File: src/shared/supervisor_pkg.sv
// constants and helpers shared by the output fault supervisor
//------------------------------------------------------------
// How it works
// - constant-voltage outputs flag low below 10%, led rail below 1%.
// - out of regulation for over 32 switching cycles means overload.
// - average pulse rate per output above limit for qualifying time faults.
// - four rate limits 30/41/56/78 kHz; pin a resistor code picks first, pin b resistor code the rail.
// - second output limit from capacitor presence on both limit pins.
// - qualifying time lets double power flow for at least 10 ms.
// - overvoltage on any output feedback is a restart or latch fault.
// - string asymmetry beyond threshold disables the shorter strings.
// - open or shorted strings are disabled; the rest keep running.
// - led return short forces restart; the string stays off afterwards.
// - over protect level: outputs off, rail held, resume below hysteresis.
// - over shutdown level: latch-off request at once.
// - overload, rate, ov, return short and shutdown faults give exactly one response: restart or latch-off.
// - auto-restart stops all requests; primary restarts after its timeout.
// - latch-off request; primary stays off until mains is cycled.
//------------------------------------------------------------
package supervisor_pkg;
    localparam int N_OUT = 3;
    localparam int N_STR = 4;
    // register offsets
    localparam logic [7:0] A_CTRL   = 8'h00;
    localparam logic [7:0] A_STATUS = 8'h04;
    localparam logic [7:0] A_MASK   = 8'h08;
    localparam logic [7:0] A_STATE  = 8'h0c;
    // status and mask bit positions
    localparam int S_UV  = 0;
    localparam int S_LIM = 1;
    localparam int S_OV  = 2;
    localparam int S_STR = 3;
    localparam int S_HOT = 4;
    localparam int S_SD  = 5;
    localparam int N_EV  = 6;
    localparam logic [N_EV-1:0] MASK_RST = 6'h00;
    localparam logic CTRL_RST = 1'b1;
    // comparator levels of the out-of-regulation flags, percent
    localparam int UV_PCT_CV  = 10;
    localparam int UV_PCT_LED = 1;
    localparam logic [5:0] UV_CYCLES = 6'h20;
    // rate limits in kHz, by 2-bit code
    localparam int LIM_KHZ0 = 30;
    localparam int LIM_KHZ1 = 41;
    localparam int LIM_KHZ2 = 56;
    localparam int LIM_KHZ3 = 78;
    // timing
    localparam int CLK_KHZ  = 10000;
    localparam int WIN_US   = 1000;
    localparam int QUAL_MS  = 10;
    localparam int WIN_DEF  = CLK_KHZ * WIN_US / 1000;
    localparam logic [3:0] QUAL_WINS = 4'(QUAL_MS * 1000 / WIN_US);
    localparam int RESTART_DEF = 10000;

    // pulses allowed in one window for a limit code
    function automatic logic [7:0] lim_count(input logic [1:0] code, input int win);
        int khz;
        khz = (code == 2'h0) ? LIM_KHZ0 : (code == 2'h1) ? LIM_KHZ1 :
              (code == 2'h2) ? LIM_KHZ2 : LIM_KHZ3;
        return 8'(khz * win / CLK_KHZ);
    endfunction : lim_count
endpackage : supervisor_pkg

File: src/logic/output_fault_supervisor.sv
// output fault supervisor: overload, rate limit, ov, string and thermal faults
//
// Added by the designer: the strobed register port and the address map.
`timescale 1ns/100ps
module output_fault_supervisor
    import supervisor_pkg::*;
#(
    parameter int WIN_CYCLES     = WIN_DEF,
    parameter int RESTART_CYCLES = RESTART_DEF
) (
    input  wire logic              mclk_in,
    input  wire logic              nrst_in,
    input  wire logic              ce_in,
    input  wire logic [7:0]        addr_in,
    input  wire logic [31:0]       wdata_in,
    input  wire logic              wr_in,
    input  wire logic              rd_in,
    output logic      [31:0]       rdata_out,
    input  wire logic [N_OUT-1:0]  uv_in,
    input  wire logic [N_OUT-1:0]  ov_in,
    input  wire logic [N_OUT-1:0]  pulse_in,
    input  wire logic [N_STR-1:0]  str_open_in,
    input  wire logic [N_STR-1:0]  str_short_in,
    input  wire logic [N_STR-1:0]  str_asym_in,
    input  wire logic [N_STR-1:0]  ret_gnd_in,
    input  wire logic              temp_prot_in,
    input  wire logic              temp_cool_in,
    input  wire logic              temp_sd_in,
    input  wire logic [1:0]        limit_select_pin_a_res_in,
    input  wire logic [1:0]        limit_select_pin_b_res_in,
    input  wire logic              limit_select_pin_a_cap_in,
    input  wire logic              limit_select_pin_b_cap_in,
    input  wire logic [2:0]        latch_sel_in,
    output logic                   req_enable_out,
    output logic                   latch_off_out,
    output logic [N_STR-1:0]       string_off_out,
    output logic                   outputs_off_out,
    output logic                   rail_hold_out,
    output logic                   irq_out
);
    localparam int NP = 37;

    typedef enum logic [1:0] {ST_RUN, ST_RESTART, ST_LATCH} state_t;

    //------------------------------------------------------------
    // reset release
    //------------------------------------------------------------
    logic [1:0] rst_sync;
    logic       rst_n;

    // two-stage release of the asynchronous reset
    always_ff @(posedge mclk_in or negedge nrst_in) begin
        if (!nrst_in) rst_sync <= 2'h0;
        else          rst_sync <= {rst_sync[0], 1'b1};
    end
    assign rst_n = rst_sync[1];

    //------------------------------------------------------------
    // pin synchronisers
    //------------------------------------------------------------
    logic [NP-1:0] pin_raw;
    logic [NP-1:0] s1;
    logic [NP-1:0] s2;
    logic [NP-1:0] s3;
    logic [NP-1:0] pin_c;

    assign pin_raw = {latch_sel_in, limit_select_pin_b_cap_in,
                      limit_select_pin_a_cap_in, limit_select_pin_b_res_in,
                      limit_select_pin_a_res_in, temp_sd_in, temp_cool_in,
                      temp_prot_in, ret_gnd_in, str_asym_in, str_short_in,
                      str_open_in, pulse_in, ov_in, uv_in};

    // three stages; a level is taken once stages two and three agree
    always_ff @(posedge mclk_in or negedge rst_n) begin
        if (!rst_n) begin
            s1    <= '0;
            s2    <= '0;
            s3    <= '0;
            pin_c <= '0;
        end else if (ce_in) begin
            s1    <= pin_raw;
            s2    <= s1;
            s3    <= s2;
            pin_c <= (s2 & s3) | (pin_c & (s2 ^ s3));
        end
    end

    logic [2:0]       lsel;
    logic             cap_b;
    logic             cap_a;
    logic [1:0]       res_b;
    logic [1:0]       res_a;
    logic             t_sd;
    logic             t_cool;
    logic             thermal_protect_level;
    logic [N_STR-1:0] ret_c;
    logic [N_STR-1:0] asym_c;
    logic [N_STR-1:0] short_c;
    logic [N_STR-1:0] open_c;
    logic [N_OUT-1:0] pulse_c;
    logic [N_OUT-1:0] ov_c;
    logic [N_OUT-1:0] uv_c;

    assign {lsel, cap_b, cap_a, res_b, res_a, t_sd, t_cool, thermal_protect_level, ret_c,
            asym_c, short_c, open_c, pulse_c, ov_c, uv_c} = pin_c;

    //------------------------------------------------------------
    // control state and register file
    //------------------------------------------------------------
    state_t           state;
    state_t           next_state;
    logic             hot;
    logic             en;
    logic [N_EV-1:0]  status;
    logic [N_EV-1:0]  next_status;
    logic [N_EV-1:0]  mask;
    logic [N_EV-1:0]  ev;
    logic             run;
    logic             clr;

    assign run = (state == ST_RUN) && !hot;
    assign clr = !run || !en; // restart, latch-off, thermal hold or a cleared enable empties counters

    //------------------------------------------------------------
    // switching cycle edges
    //------------------------------------------------------------
    logic [N_OUT-1:0] pulse_d;
    logic [N_OUT-1:0] pulse_e;
    logic             cyc;

    // edge detect on the clean pulse lines
    always_ff @(posedge mclk_in or negedge rst_n) begin
        if (!rst_n)     pulse_d <= '0;
        else if (ce_in) pulse_d <= pulse_c;
    end
    assign pulse_e = pulse_c & ~pulse_d;
    assign cyc     = |pulse_e;

    //------------------------------------------------------------
    // overload: out of regulation for too many cycles
    //------------------------------------------------------------
    logic [5:0]       uv_cnt [N_OUT];
    logic [N_OUT-1:0] uv_ovl;

    // per-output count of switching cycles spent below the window
    always_ff @(posedge mclk_in or negedge rst_n) begin
        if (!rst_n) begin
            for (int i = 0; i < N_OUT; i++) uv_cnt[i] <= 6'h00;
        end else if (ce_in) begin
            for (int i = 0; i < N_OUT; i++) begin
                if (clr || !uv_c[i])
                    uv_cnt[i] <= 6'h00;
                else if (cyc && uv_cnt[i] <= UV_CYCLES)
                    uv_cnt[i] <= uv_cnt[i] + 6'h01;
            end
        end
    end

    always_comb begin
        for (int i = 0; i < N_OUT; i++)
            uv_ovl[i] = uv_cnt[i] > UV_CYCLES;
    end

    //------------------------------------------------------------
    // average pulse rate limit
    //------------------------------------------------------------
    logic [7:0]       lim [N_OUT];
    logic [13:0]      win_cnt;
    logic             win_end;
    logic [7:0]       pcnt [N_OUT];
    logic [3:0]       qcnt [N_OUT];
    logic [N_OUT-1:0] lim_hit;

    // limit codes: pin a resistor code for first output, pin b resistor code for rail, caps for second
    assign lim[0] = lim_count(res_a, WIN_CYCLES);
    assign lim[1] = lim_count({cap_b, cap_a}, WIN_CYCLES);
    assign lim[2] = lim_count(res_b, WIN_CYCLES);
    assign win_end = win_cnt == 14'(WIN_CYCLES - 1);

    // free-running averaging window
    always_ff @(posedge mclk_in or negedge rst_n) begin
        if (!rst_n)       win_cnt <= 14'h0000;
        else if (ce_in)   win_cnt <= win_end ? 14'h0000 : win_cnt + 14'h0001;
    end

    // pulses per window, then consecutive windows above the limit
    always_ff @(posedge mclk_in or negedge rst_n) begin
        if (!rst_n) begin
            for (int i = 0; i < N_OUT; i++) begin
                pcnt[i] <= 8'h00;
                qcnt[i] <= 4'h0;
            end
        end else if (ce_in) begin
            for (int i = 0; i < N_OUT; i++) begin
                if (clr) begin
                    pcnt[i] <= 8'h00;
                    qcnt[i] <= 4'h0;
                end else if (win_end) begin
                    pcnt[i] <= {7'h00, pulse_e[i]};
                    if (pcnt[i] <= lim[i])
                        qcnt[i] <= 4'h0;
                    else if (qcnt[i] < QUAL_WINS)
                        qcnt[i] <= qcnt[i] + 4'h1;
                end else if (pulse_e[i] && pcnt[i] != 8'hff) begin
                    pcnt[i] <= pcnt[i] + 8'h01;
                end
            end
        end
    end

    always_comb begin
        for (int i = 0; i < N_OUT; i++)
            lim_hit[i] = qcnt[i] == QUAL_WINS;
    end

    //------------------------------------------------------------
    // fault events and response
    //------------------------------------------------------------
    logic f_uv;
    logic f_lim;
    logic f_ov;
    logic f_gnd;
    logic to_latch;
    logic to_restart;

    assign f_uv   = run && en && |uv_ovl;
    assign f_lim  = run && en && |lim_hit;
    assign f_ov   = run && en && |ov_c;
    assign f_gnd  = run && en && |ret_c;
    assign ev     = {t_sd, thermal_protect_level && !hot,
                     run && en && |(asym_c | open_c | short_c | ret_c),
                     f_ov, f_lim || f_gnd, f_uv};

    // one response per fault; latch choice is a fixed strap for overload, rate and ov; shutdown always latches, return short restarts
    assign to_latch   = t_sd || (f_uv && lsel[0]) || (f_lim && lsel[1]) ||
                        (f_ov && lsel[2]);
    assign to_restart = f_uv || f_lim || f_ov || f_gnd;

    logic [31:0] rs_cnt;

    // fault response selection
    always_comb begin
        next_state = state;
        unique case (state)
            ST_RUN:     if (to_latch) next_state = ST_LATCH;
                        else if (to_restart) next_state = ST_RESTART;
            ST_RESTART: if (t_sd) next_state = ST_LATCH;
                        else if (rs_cnt == 32'(RESTART_CYCLES - 1))
                            next_state = ST_RUN;
            ST_LATCH:   next_state = ST_LATCH;
        endcase
    end

    // state and silence timer while the primary times out
    always_ff @(posedge mclk_in or negedge rst_n) begin
        if (!rst_n) begin
            state  <= ST_RUN;
            rs_cnt <= 32'h0000_0000;
        end else if (ce_in) begin
            state  <= next_state;
            rs_cnt <= (state == ST_RESTART) ? rs_cnt + 32'h0000_0001
                                            : 32'h0000_0000;
        end
    end

    //------------------------------------------------------------
    // thermal hold
    //------------------------------------------------------------
    // hysteretic: set above protect level, cleared below it minus hysteresis
    always_ff @(posedge mclk_in or negedge rst_n) begin
        if (!rst_n)                   hot <= 1'b0;
        else if (ce_in && thermal_protect_level)     hot <= 1'b1;
        else if (ce_in && t_cool)     hot <= 1'b0;
    end

    //------------------------------------------------------------
    // string disables
    //------------------------------------------------------------
    logic [N_STR-1:0] gnd_pend;

    // faulty strings go off at once; a grounded return waits for restart
    always_ff @(posedge mclk_in or negedge rst_n) begin
        if (!rst_n) begin
            string_off_out <= '0;
            gnd_pend       <= '0;
        end else if (ce_in) begin
            if (run && en)
                string_off_out <= string_off_out | asym_c |
                                  open_c | short_c;
            if (f_gnd)
                gnd_pend <= gnd_pend | ret_c;
            if (state == ST_RESTART && next_state == ST_RUN) begin
                string_off_out <= string_off_out | gnd_pend;
                gnd_pend       <= '0;
            end
        end
    end

    //------------------------------------------------------------
    // link outputs
    //------------------------------------------------------------
    // requests only while running; latch request held until power cycle
    always_ff @(posedge mclk_in or negedge rst_n) begin
        if (!rst_n) begin
            req_enable_out  <= 1'b0;
            latch_off_out   <= 1'b0;
            outputs_off_out <= 1'b1;
            rail_hold_out   <= 1'b0;
        end else if (ce_in) begin
            req_enable_out  <= next_state == ST_RUN;
            latch_off_out   <= next_state == ST_LATCH;
            outputs_off_out <= next_state != ST_RUN || hot;
            rail_hold_out   <= hot && next_state == ST_RUN;
        end
    end

    //------------------------------------------------------------
    // register bus and interrupt
    //------------------------------------------------------------
    // hardware set beats a write-one clear in the same cycle
    always_comb begin
        next_status = status;
        if (wr_in && addr_in == A_STATUS)
            next_status = status & ~wdata_in[N_EV-1:0];
        next_status = next_status | ev;
    end

    // control, mask and sticky status
    always_ff @(posedge mclk_in or negedge rst_n) begin
        if (!rst_n) begin
            en     <= CTRL_RST;
            mask   <= MASK_RST;
            status <= '0;
            irq_out <= 1'b0;
        end else if (ce_in) begin
            if (wr_in && addr_in == A_CTRL) en   <= wdata_in[0];
            if (wr_in && addr_in == A_MASK) mask <= wdata_in[N_EV-1:0];
            status  <= next_status;
            irq_out <= |(next_status & mask);
        end
    end

    // read data one cycle after the strobe, zero otherwise
    always_ff @(posedge mclk_in or negedge rst_n) begin
        if (!rst_n) begin
            rdata_out <= 32'h0000_0000;
        end else if (ce_in) begin
            rdata_out <= 32'h0000_0000;
            if (rd_in) begin
                unique case (addr_in)
                    A_CTRL:   rdata_out <= {31'h0, en};
                    A_STATUS: rdata_out <= {26'h0, status};
                    A_MASK:   rdata_out <= {26'h0, mask};
                    A_STATE:  rdata_out <= {23'h0, hot, string_off_out,
                                            2'h0, state};
                    default:  rdata_out <= 32'h0000_0000;
                endcase
            end
        end
    end

    //------------------------------------------------------------
    // checks
    //------------------------------------------------------------
    AST_UV_LIMIT: assert property (@(posedge mclk_in) disable iff (!rst_n)
        $rose(uv_ovl[0]) |-> $past(uv_cnt[0]) == UV_CYCLES)
        else $error("overload not after 33 cycles");

    AST_UV_CLEAR: assert property (@(posedge mclk_in) disable iff (!rst_n)
        ce_in && !uv_c[1] |=> uv_cnt[1] == 6'h00)
        else $error("cycle count kept after recovery");

    AST_SD_LATCH: assert property (@(posedge mclk_in) disable iff (!rst_n)
        ce_in && t_sd |=> latch_off_out && !req_enable_out)
        else $error("no latch-off after shutdown level");

    AST_RESTART_QUIET: assert property (@(posedge mclk_in) disable iff (!rst_n)
        ce_in && state == ST_RUN && to_restart && !to_latch
        |=> !req_enable_out [*2])
        else $error("requests during auto-restart");

    AST_LATCH_HOLD: assert property (@(posedge mclk_in) disable iff (!rst_n)
        latch_off_out |=> latch_off_out)
        else $error("latch-off request dropped");

    AST_ONE_RESPONSE: assert property (@(posedge mclk_in) disable iff (!rst_n)
        !(latch_off_out && req_enable_out))
        else $error("both responses at once");

    AST_THERMAL: assert property (@(posedge mclk_in) disable iff (!rst_n)
        ce_in && hot && state == ST_RUN |=> outputs_off_out && rail_hold_out)
        else $error("thermal hold not applied");

    AST_RATE_QUAL: assert property (@(posedge mclk_in) disable iff (!rst_n)
        $rose(lim_hit[2]) |-> $past(pcnt[2]) > lim[2] && $past(win_end))
        else $error("rate fault without window over limit");

    AST_STRING_OFF: assert property (@(posedge mclk_in) disable iff (!rst_n)
        ce_in && run && en && (open_c[0] || short_c[0]) |=> string_off_out[0])
        else $error("faulty string left on");

endmodule : output_fault_supervisor

File: config.mk
export PLATFORM = sky130hd
export DESIGN_NAME = output_fault_supervisor
export DESIGN_NICKNAME = d
export VERILOG_FILES = /design/src/shared/supervisor_pkg.sv /design/src/logic/output_fault_supervisor.sv
export SDC_FILE = /design/constraint.sdc
export NUM_CORES = 1
export LEC_CHECK = 0
export BUFFER_PORTS_ARGS = -buffer_cell sky130_fd_sc_hd__buf_2
export CAP_MARGIN = 5
export CORE_MARGIN = 2
export CORE_UTILIZATION = 30
export DETAILED_ROUTE_END_ITERATION = 6
export PLACE_DENSITY = 0.45
export SYNTH_ARGS = -nofsm -noshare
export SYNTH_HDL_FRONTEND = slang
export SYNTH_SLANG_ARGS = --single-unit
File: constraint.sdc
create_clock -name mclk_in -period 10.13 [get_ports mclk_in]
set_input_delay 0 -clock mclk_in [delete_from_list [all_inputs] [get_ports mclk_in]]
set_output_delay 0 -clock mclk_in [all_outputs]
set_load 0.05 [all_outputs]
# After elaboration in Yosys (flattened, before gate mapping)
# Index checks and enable logic that the tools add are counted.
# word_totals
in_bits	82
word_cells	231
ff_bits	314
out_inout_bits	41
# classes
n_lt_le_gt_ge	12
multipliers	3
n_addsub	11
muxes	52
div	3
n_reduce_logical	82
bitwise	18
eq_ne	20
# ops
cell	n
divider 32 x 15 -> 32 bit (second input constant)	3
AND 37 bit	2
2-to-1 mux 8 bit	9
2-to-1 mux 4 bit	16
2-to-1 mux 7 bit	9
multiplier 7 x 10 -> 17 bit (second input constant)	3
2-to-1 mux 6 bit	7
bitwise OR 37 bit	1
XOR 37 bit	1
case mux 9 bit (4 select lines)	1
adder 32 x 1 -> 32 bit (second input constant)	1
== test 32 x 14 -> 1 bit (second input constant)	1
2-to-1 mux 32 bit	1
bitwise OR 4 bit	8
adder 8 x 1 -> 8 bit (second input constant)	3
less-or-equal comparator 8 bit	3
logical AND 1 bit	24
inequality test 8 bit (second input constant)	3
AND reduction 2 bit	10
adder 6 x 1 -> 6 bit (second input constant)	3
greater-than comparator 6 bit (second input constant)	3
less-or-equal comparator 6 bit (second input constant)	3
nonzero test 3 bit	6
== test 8 x 4 -> 1 bit (second input constant)	2
27 further kinds	78

# Longest topological paths before layout
# Gate-level depths: netlist of the first run.
# depth
word_depth	14
mapped_depth	12
mapped_depth_nobuf	12

# Least setup slack after synthesis of the first run
# No wires, ideal clock.
# synth_path
kind	register to register
from	register uv_cnt[12] in the netlist's numbering
to	register string_off_out[0]
n_path_buf	1
t_arrival_ns	2.708
path_slack_ns	7.296
stages_incl_launch_ff	10
t_required_ns	10.004
synth_period_minus_slack_ns	2.834
setup_time_ns	0.126
path_cell_list	dfrtp_1 -> inv_1 -> ha_1 -> or4b_4 -> a222oi_1 -> nor2_1 -> or4_1 -> buf_2 -> a211o_1 -> a221o_1
# synth_via
elab_chain_cells	13
elab_cells_between_ends	18
classes_between	order compare (1); mux (4); reduce/logical (13)
# synth_rtl
item	line_no	source
start, declared	output_fault_supervisor.sv:142	logic [5:0] uv_cnt [N_OUT];
start signal, assigned by index	output_fault_supervisor.sv:154	uv_cnt[i] <= uv_cnt[i] + 6'h01;
greater-than comparator 6 bit (*)	output_fault_supervisor.sv:161	uv_ovl[i] = uv_cnt[i] > UV_CYCLES;
OR reduction 3 bit (*)	output_fault_supervisor.sv:226	assign f_uv = run && en && |uv_ovl;
logical AND 1 bit (*)	output_fault_supervisor.sv:226	
logical OR 1 bit or logical AND 1 bit (tied branches)	output_fault_supervisor.sv:237, output_fault_supervisor.sv:235	
logical OR 1 bit, on equally long branches (2 in a row)	output_fault_supervisor.sv:237, output_fault_supervisor.sv:235	
2-to-1 mux 2 bit or logical OR 1 bit (tied branches)	output_fault_supervisor.sv:246, output_fault_supervisor.sv:235	
2-to-1 mux 2 bit (*)	output_fault_supervisor.sv:245	ST_RUN: if (to_latch) next_state = ST_LATCH;
case mux 2 bit (3 select lines) (*)	output_fault_supervisor.sv:244	unique case (state)
zero test 2 bit (*)	output_fault_supervisor.sv:292	if (state == ST_RESTART && next_state == ST_RUN) begin
logical AND 1 bit (*)	output_fault_supervisor.sv:292	
nonzero test 2 bit (no line)	--	
AND reduction 2 bit (no line)	--	
end signal, assigned	output_fault_supervisor.sv:288	string_off_out <= string_off_out | asym_c |
end signal, assigned	output_fault_supervisor.sv:293	string_off_out <= string_off_out | gnd_pend;
end, declared	output_fault_supervisor.sv:36	output logic [N_STR-1:0] string_off_out,
# Every way passes the cells marked *; elsewhere a longest branch is shown, timed or not.
# A chain may end at the register's enable or synchronous reset.

# Worst setup path in the final report of the first run
# Ends and elaborated chain as after synthesis.

==> results of run 1 <==
metrics by stage:
step	power [mW]	worst slack [ns]	util [%]	std cells	instance area, um^2
after floorplan	1.810	1.423	-	1350	14570
after global placement	1.947	6.906	32.36	1979	15450
after detailed placement	1.968	6.865	32.36	1979	15450
after CTS	3.314	6.864	35.94	2092	17160
after global routing	3.455	6.757	35.94	2092	17160
final	3.246	6.901	35.94	2092	17160
cells in the final DEF, fill, tap and decap left out, types with 21 or more instances in the layout:
master / netlist / routed
inv_1: 47 / 46
a21oi_1: 38 / 38
and3_1: 21 / 21
nand2_1: 141 / 141
xor2_1: 36 / 36
nand4_1: 30 / 30
o21ai_0: 92 / 92
buf_2: 3 / 72
dlygate4sd3_1: 0 / 50
nand3_1: 37 / 37
ha_1: 108 / 108
nor2_1: 96 / 96
clkbuf_16: 0 / 35
mux2_2: 125 / 125
dfrtp_1: 289 / 288
conb_1: 2 / 24
cell type report:
class                           count  area (um^2)  area share, %
Inverter                           47        176.4          1.028
Clock buffer                       54         1047          6.103
Tap cell                          615        769.5          4.484
Timing Repair Buffer              132        954.7          5.564
Sequential cell                   291         7288          42.47
Clock inverter                      9        160.2         0.9334
Multi-Input combinational cell    944         6763          39.41
report_power, final:
part | leakage [nW] | internal, mW | switching, mW
sequential | 3.70 | 1.31 | 0.124
combinational | 3.47 | 0.225 | 0.287
clock | 0.590 | 0.775 | 0.523
per-layer routing:
layer	wire length, um	up-vias
li1	-	4898
met1	14810	4988
met2	14400	140
met3	910	45
met4	700	0
met5	0	-
cell families after synthesis:
group / count (synthesis)
AND/OR/NAND/NOR: 403
other: 2
adder cells (fa/ha/maj): 108
flip-flops: 291
XOR/XNOR: 54
AO/OA/AOI/OAI: 226
buffers and inverters: 115
multiplexers: 129
Yosys cell counts, types with 6 or more instances:
library cell | instances | area [um^2]
o21ai_0 | 92 | 460.4
o211ai_1 | 9 | 67.56
a22o_1 | 13 | 113.9
buf_4 | 23 | 172.7
nor3_1 | 14 | 70.07
nand3_1 | 37 | 185.2
nor4_1 | 7 | 43.79
inv_1 | 47 | 176.4
buf_1 | 7 | 26.28
clkbuf_1 | 35 | 131.4
nand2b_1 | 6 | 37.54
a21boi_0 | 7 | 52.55
a21oi_1 | 38 | 190.2
nand2_1 | 141 | 529.3
xnor2_1 | 18 | 157.7
dfrtp_1 | 289 | 7232
and3_1 | 21 | 131.4
ha_1 | 108 | 1351
nor2b_1 | 18 | 112.6
nand4_1 | 30 | 187.7
nor2_1 | 96 | 360.4
or3_1 | 6 | 37.54
mux2_2 | 125 | 1408
a31oi_1 | 8 | 50.05
o21a_1 | 9 | 67.56
xor2_1 | 36 | 315.3
worst max-delay path: cells and delay by family (launching register included):
family / cells / cell delay [ns]
simple gates: 3 / 1.28
compound gates: 3 / 1.21
flops: 1 / 0.42
fa+ha+maj: 1 / 0.13
buf+inv: 1 / 0.07
registers in the layout (all words and copies together), names as in the netlist, 9 cells and up:
| name | count |
|---|---|
| pcnt | 24 |
| pin_c | 37 |
| qcnt | 12 |
| rdata_out | 9 |
| rs_cnt | 32 |
| s1 | 37 |
| s2 | 37 |
| s3 | 37 |
| uv_cnt | 18 |
| win_cnt | 14 |
path summary, 6_finish.rpt:
kind                                     end  slack, ns
hold reg to reg                  rst_sync[1]       0.35
min in group asynchronous        rst_sync[1]       0.30
setup reg to reg           string_off_out[0]       6.90
hold / removal                  rdata_out[2]       0.04
setup / recovery           string_off_out[0]       6.90
max in group asynchronous         rs_cnt[26]       7.58
repair_timing:
item                                   4_1_cts  5_1_grt
setup endpoints to repair                    0        0
resized for setup                            0        0
endpoints found under the hold margin       61        0
hold buffers                                50        0
==> flow_summary.toml, run 1 <==
[run_status]
status = "complete, no violations"

[yosys]
ys_types = 68
synthAdderAreaFrac_pct = 9.328
async_reset_ff_share_pct = 100.0
synth_cells = 1328
ys.flop_type = "dfrtp_1"
seq_area_frac_synth_pct = 50.29
synth_top_family_by_area = "simple AND/OR/NAND/NOR gates"
synth_xor_xnor_area_share_pct = 3.265
yosys_warnings = 0
muxShareOfSynthArea_pct = 10.08
synth-simple-area-share_pct = 13.30
synth-edff-count = 0
syn_area_per_cell_um2 = 10.91
synth_compound_area_share_pct = 10.09
synth_area_mm2 = 0.01449
synth.ff_latch_count = 291

[timing]
rsz0062_at_grt = "false"
hold-worst-slack_ns = 0.04445
min_period_ns = 3.229
fmax_mhz = 309.7
drv_slew = 0
finalSetupTns_ns = 0
fin_crit_sh_pct = 31.87
slew_headroom_pct = 35.10
finalHoldViolations = 0
setup_viol = 0
final.setup_skew_ns = 0.02508
tightest_slew_ns = 0.9735

[setup_path]
cp_max_fo = 6
critPathMaxStageDelay_ns = 0.65
reg2reg_from = "uv_cnt[12]"
crit_type = "register to register"
arrival_ns = 3.67
worst_setup_path_end_kind = "register"
required_ns = 10.57
path_cells = "inv_1 -> ha_1 -> or4b_4 -> a222oi_1 -> nor2_1 -> or4_1 -> a211o_1 -> a221o_1"
crit_slowest_cell = "or4_1"
start_kind = "register"
crit_start = "uv_cnt[12]"
reg2regPathDepth = 8

[grt]
grt_util_met3_pct = 2.020
grt.met2_usage_pct = 20.54
grt_pass1_vias = 10190
grt-ovfl-total = 0
use_met1_pct = 17.40
track_usage_pct = 12.71
grt_first_pass_wirelength_um = 52320
antenna_found_initial = 0
grt_start_max_net_pins = 177
grt.busiest_layer = "met2"

[clocking]
root_buffer = "clkbuf_16"
cts_buffers = 35
cts_tree = "done"
postCtsSetupRepairBufs = 0
htreeDepth = 2
cts_sinks = 291
clock_tree.buffer_depth = 3
clk_latency_ns = 0.56
path_clk_slew_ns = 0.06

[hold_path]
hp-start = "addr_in[6]"
hp-class = "input pin to register"
hold_depth = 5

[detailed_routing]
via_per_inst = 4.814
wl_um = 30820
drc = 0
vias = 10070
wire_per_inst_um = 14.73
detail-route-antenna-nets = 0
first_pass_iters = 7
drtIter0Drc = 462

[die]
core_mm2 = 0.04775
pin_count = 123
start_util_pct = 30.34
die_x_um = 223.7
die_y_um = 223.7
fp-row-count = 80
die-area_mm2 = 0.05006

[placed_design]
dp_hpwl_um = 20050
port_buffers = 73
gp_congestion = 0.7449

[finish]
layout-drive-gt1-share_pct = 18.55
nets = 1641
area_growth_pct = 18.45
fillers = 4712
num_antenna_cells = 0

[pwr]
p_leak_nw = 7.761
powerDensity_mw_per_mm2 = 189.1
peakVddDrop_mv = 0.1424

[run]
max_cap_violations = 0
Note: power is estimated with default switching activity, not from simulation.
==> run 2: changes to the inputs <==
==> constraint.sdc (replaced) <==
create_clock -name mclk_in -period 3.3 [get_ports mclk_in]
set_input_delay 0 -clock mclk_in [delete_from_list [all_inputs] [get_ports mclk_in]]
set_output_delay 0 -clock mclk_in [all_outputs]
set_load 0.05 [all_outputs]
==> flow_summary.toml, run 2 (synthesis gave the netlist of run 1 again) <==
[setup_path]
arrival_ns = 3.53
start_kind = "register"
reg2regPathDepth = 8
path_cells = "inv_1 -> ha_1 -> or4b_4 -> a222oi_1 -> nor2_1 -> or4_1 -> a211o_1 -> a221o_1"
cp_max_fo = 6
worst_setup_path_end_kind = "register"
required_ns = 3.73
worst-path-stages = 8
critPathMaxStageDelay_ns = 0.62
path_delay_family = "simple AND/OR/NAND/NOR gates"
crit_type = "register to register"
worst-path-buf-inv = 1
crit_slowest_cell = "or4_1"

[detailed_routing]
drc = 0
first_pass_iters = 4
wl_um = 31240
vias = 10110
via_per_inst = 4.800
wire_per_inst_um = 14.83
drtIter0Drc = 555
detail-route-antenna-nets = 0

[timing]
setup_ws_ns = 0.2002
slew_headroom_pct = 48.69
rsz0062_at_grt = "false"
tightest_slew_ns = 0.7696
final.setup_skew_ns = 0.02091
finalSetupTns_ns = 0
min_period_ns = 3.100
finalHoldViolations = 0
fin_crit_sh_pct = 93.93
setup_viol = 0
fmax_mhz = 322.6
hold-worst-slack_ns = 0.07610
drv_slew = 0

[die]
start_util_pct = 30.34
die_y_um = 223.7
pin_count = 123
die_x_um = 223.7
core_mm2 = 0.04775
fp-row-count = 80
die-area_mm2 = 0.05006

[placed_design]
port_buffers = 73
postPlaceCellArea_mm2 = 0.01556
gp_congestion = 0.7463
dp_hpwl_um = 20890
place_worst_setup_slack_ns = 0.1916
dp.cells = 1988

[grt]
grt_start_max_net_pins = 143
grt_first_pass_wirelength_um = 53320
grt-ovfl-total = 0
track_usage_pct = 12.97
grt_pass1_vias = 10180
antenna_found_initial = 0

[clocking]
htreeDepth = 2
postCtsSetupRepairBufs = 0
path_clk_slew_ns = 0.06
clock_tree.buffer_depth = 3
cts_buffers = 36
cts_resized = 0
clk_latency_ns = 0.55
root_buffer = "clkbuf_16"
cts_sinks = 291
cts_tree = "done"

[run]
max_cap_violations = 0

[finish]
fillers = 4711
layout-drive-gt1-share_pct = 19.25
nets = 1653
final_cell_area_mm2 = 0.01726
area_growth_pct = 19.15
fin_cells = 2106
num_antenna_cells = 0
final_cell_mix = "288 x dfrtp_1, 141 x nand2_1, 125 x mux2_2"
final_common_cell = "dfrtp_1"
utilization_pct = 36.15

[hold_path]
hold_depth = 5
hp-class = "input pin to register"

[pwr]
p_total_mw = 9.934
p_leak_nw = 7.812
powerDensity_mw_per_mm2 = 575.5
peakVddDrop_mv = 0.3962

[run_status]
status = "complete, no violations"
## run 2: changes by cell type in the layout (fill, tap and decap cells not counted)
cell	delta
inv_6	+2
buf_12	+3
clkbuf_16	+1
clkbuf_8	-1
buf_4	+6
clkinvlp_4	+2
dlygate4sd3_1	+2
bufinv_16	-1
clkinv_8	+1
clkbuf_1	-1
clkinv_2	+2
clkinv_16	-2
## run 2: layer usage
layer,vias up,global-route usage (%),routed length [um]
met2,130,20.57,14290
li1,4937,-,-
met4,0,3.484,589
met3,41,2.597,1022
met1,5000,18.07,15330
met5,-,0,0
## run 2: where the power goes
group	switching (mW)	internal, mW	total (mW)
Sequential	0.397	4.03	4.42
Clock	1.59	2.32	3.91
Combinational	0.892	0.707	1.60
## run 2: cell type report
class / instances / area (um^2) / area share [%]
inverters: 47 / 176.4 / 1.022
repair buffers: 143 / 1080 / 6.256
clock buffers: 53 / 1055 / 6.111
flip-flops and latches: 291 / 7288 / 42.23
clock inverters: 13 / 128.9 / 0.7466
multi-input cells: 944 / 6763 / 39.18
well taps: 615 / 769.5 / 4.458
## run 2: worst reg2reg max path: cells and delay by family, from the launching register on
| family | cells | cell delay, ns |
|---|---|---|
| DFF | 1 | 0.42 |
| and+or+nand+nor | 3 | 1.18 |
| buffers and inverters | 1 | 0.08 |
| adders and majority gates | 1 | 0.14 |
| AOI/OAI and AO/OA | 3 | 1.17 |
## run 2: final timing paths
kind | from | end | slack (ns)
max | uv_cnt[12] | string_off_out[3] | 0.20
min | addr_in[7] | rdata_out[2] | 0.08
max reg2reg | uv_cnt[12] | string_off_out[3] | 0.20
min reg2reg | rst_sync[1] | s2[9] | 0.33
max in group asynchronous | rst_sync[1] | pin_c[31] | 2.06
min in group asynchronous | nrst_in | rst_sync[1] | 0.31
## run 2: repair_timing
item	in CTS	in global routing
hold endpoints to repair	71	0
endpoints found under the setup margin	0	0
hold buffers	52	0
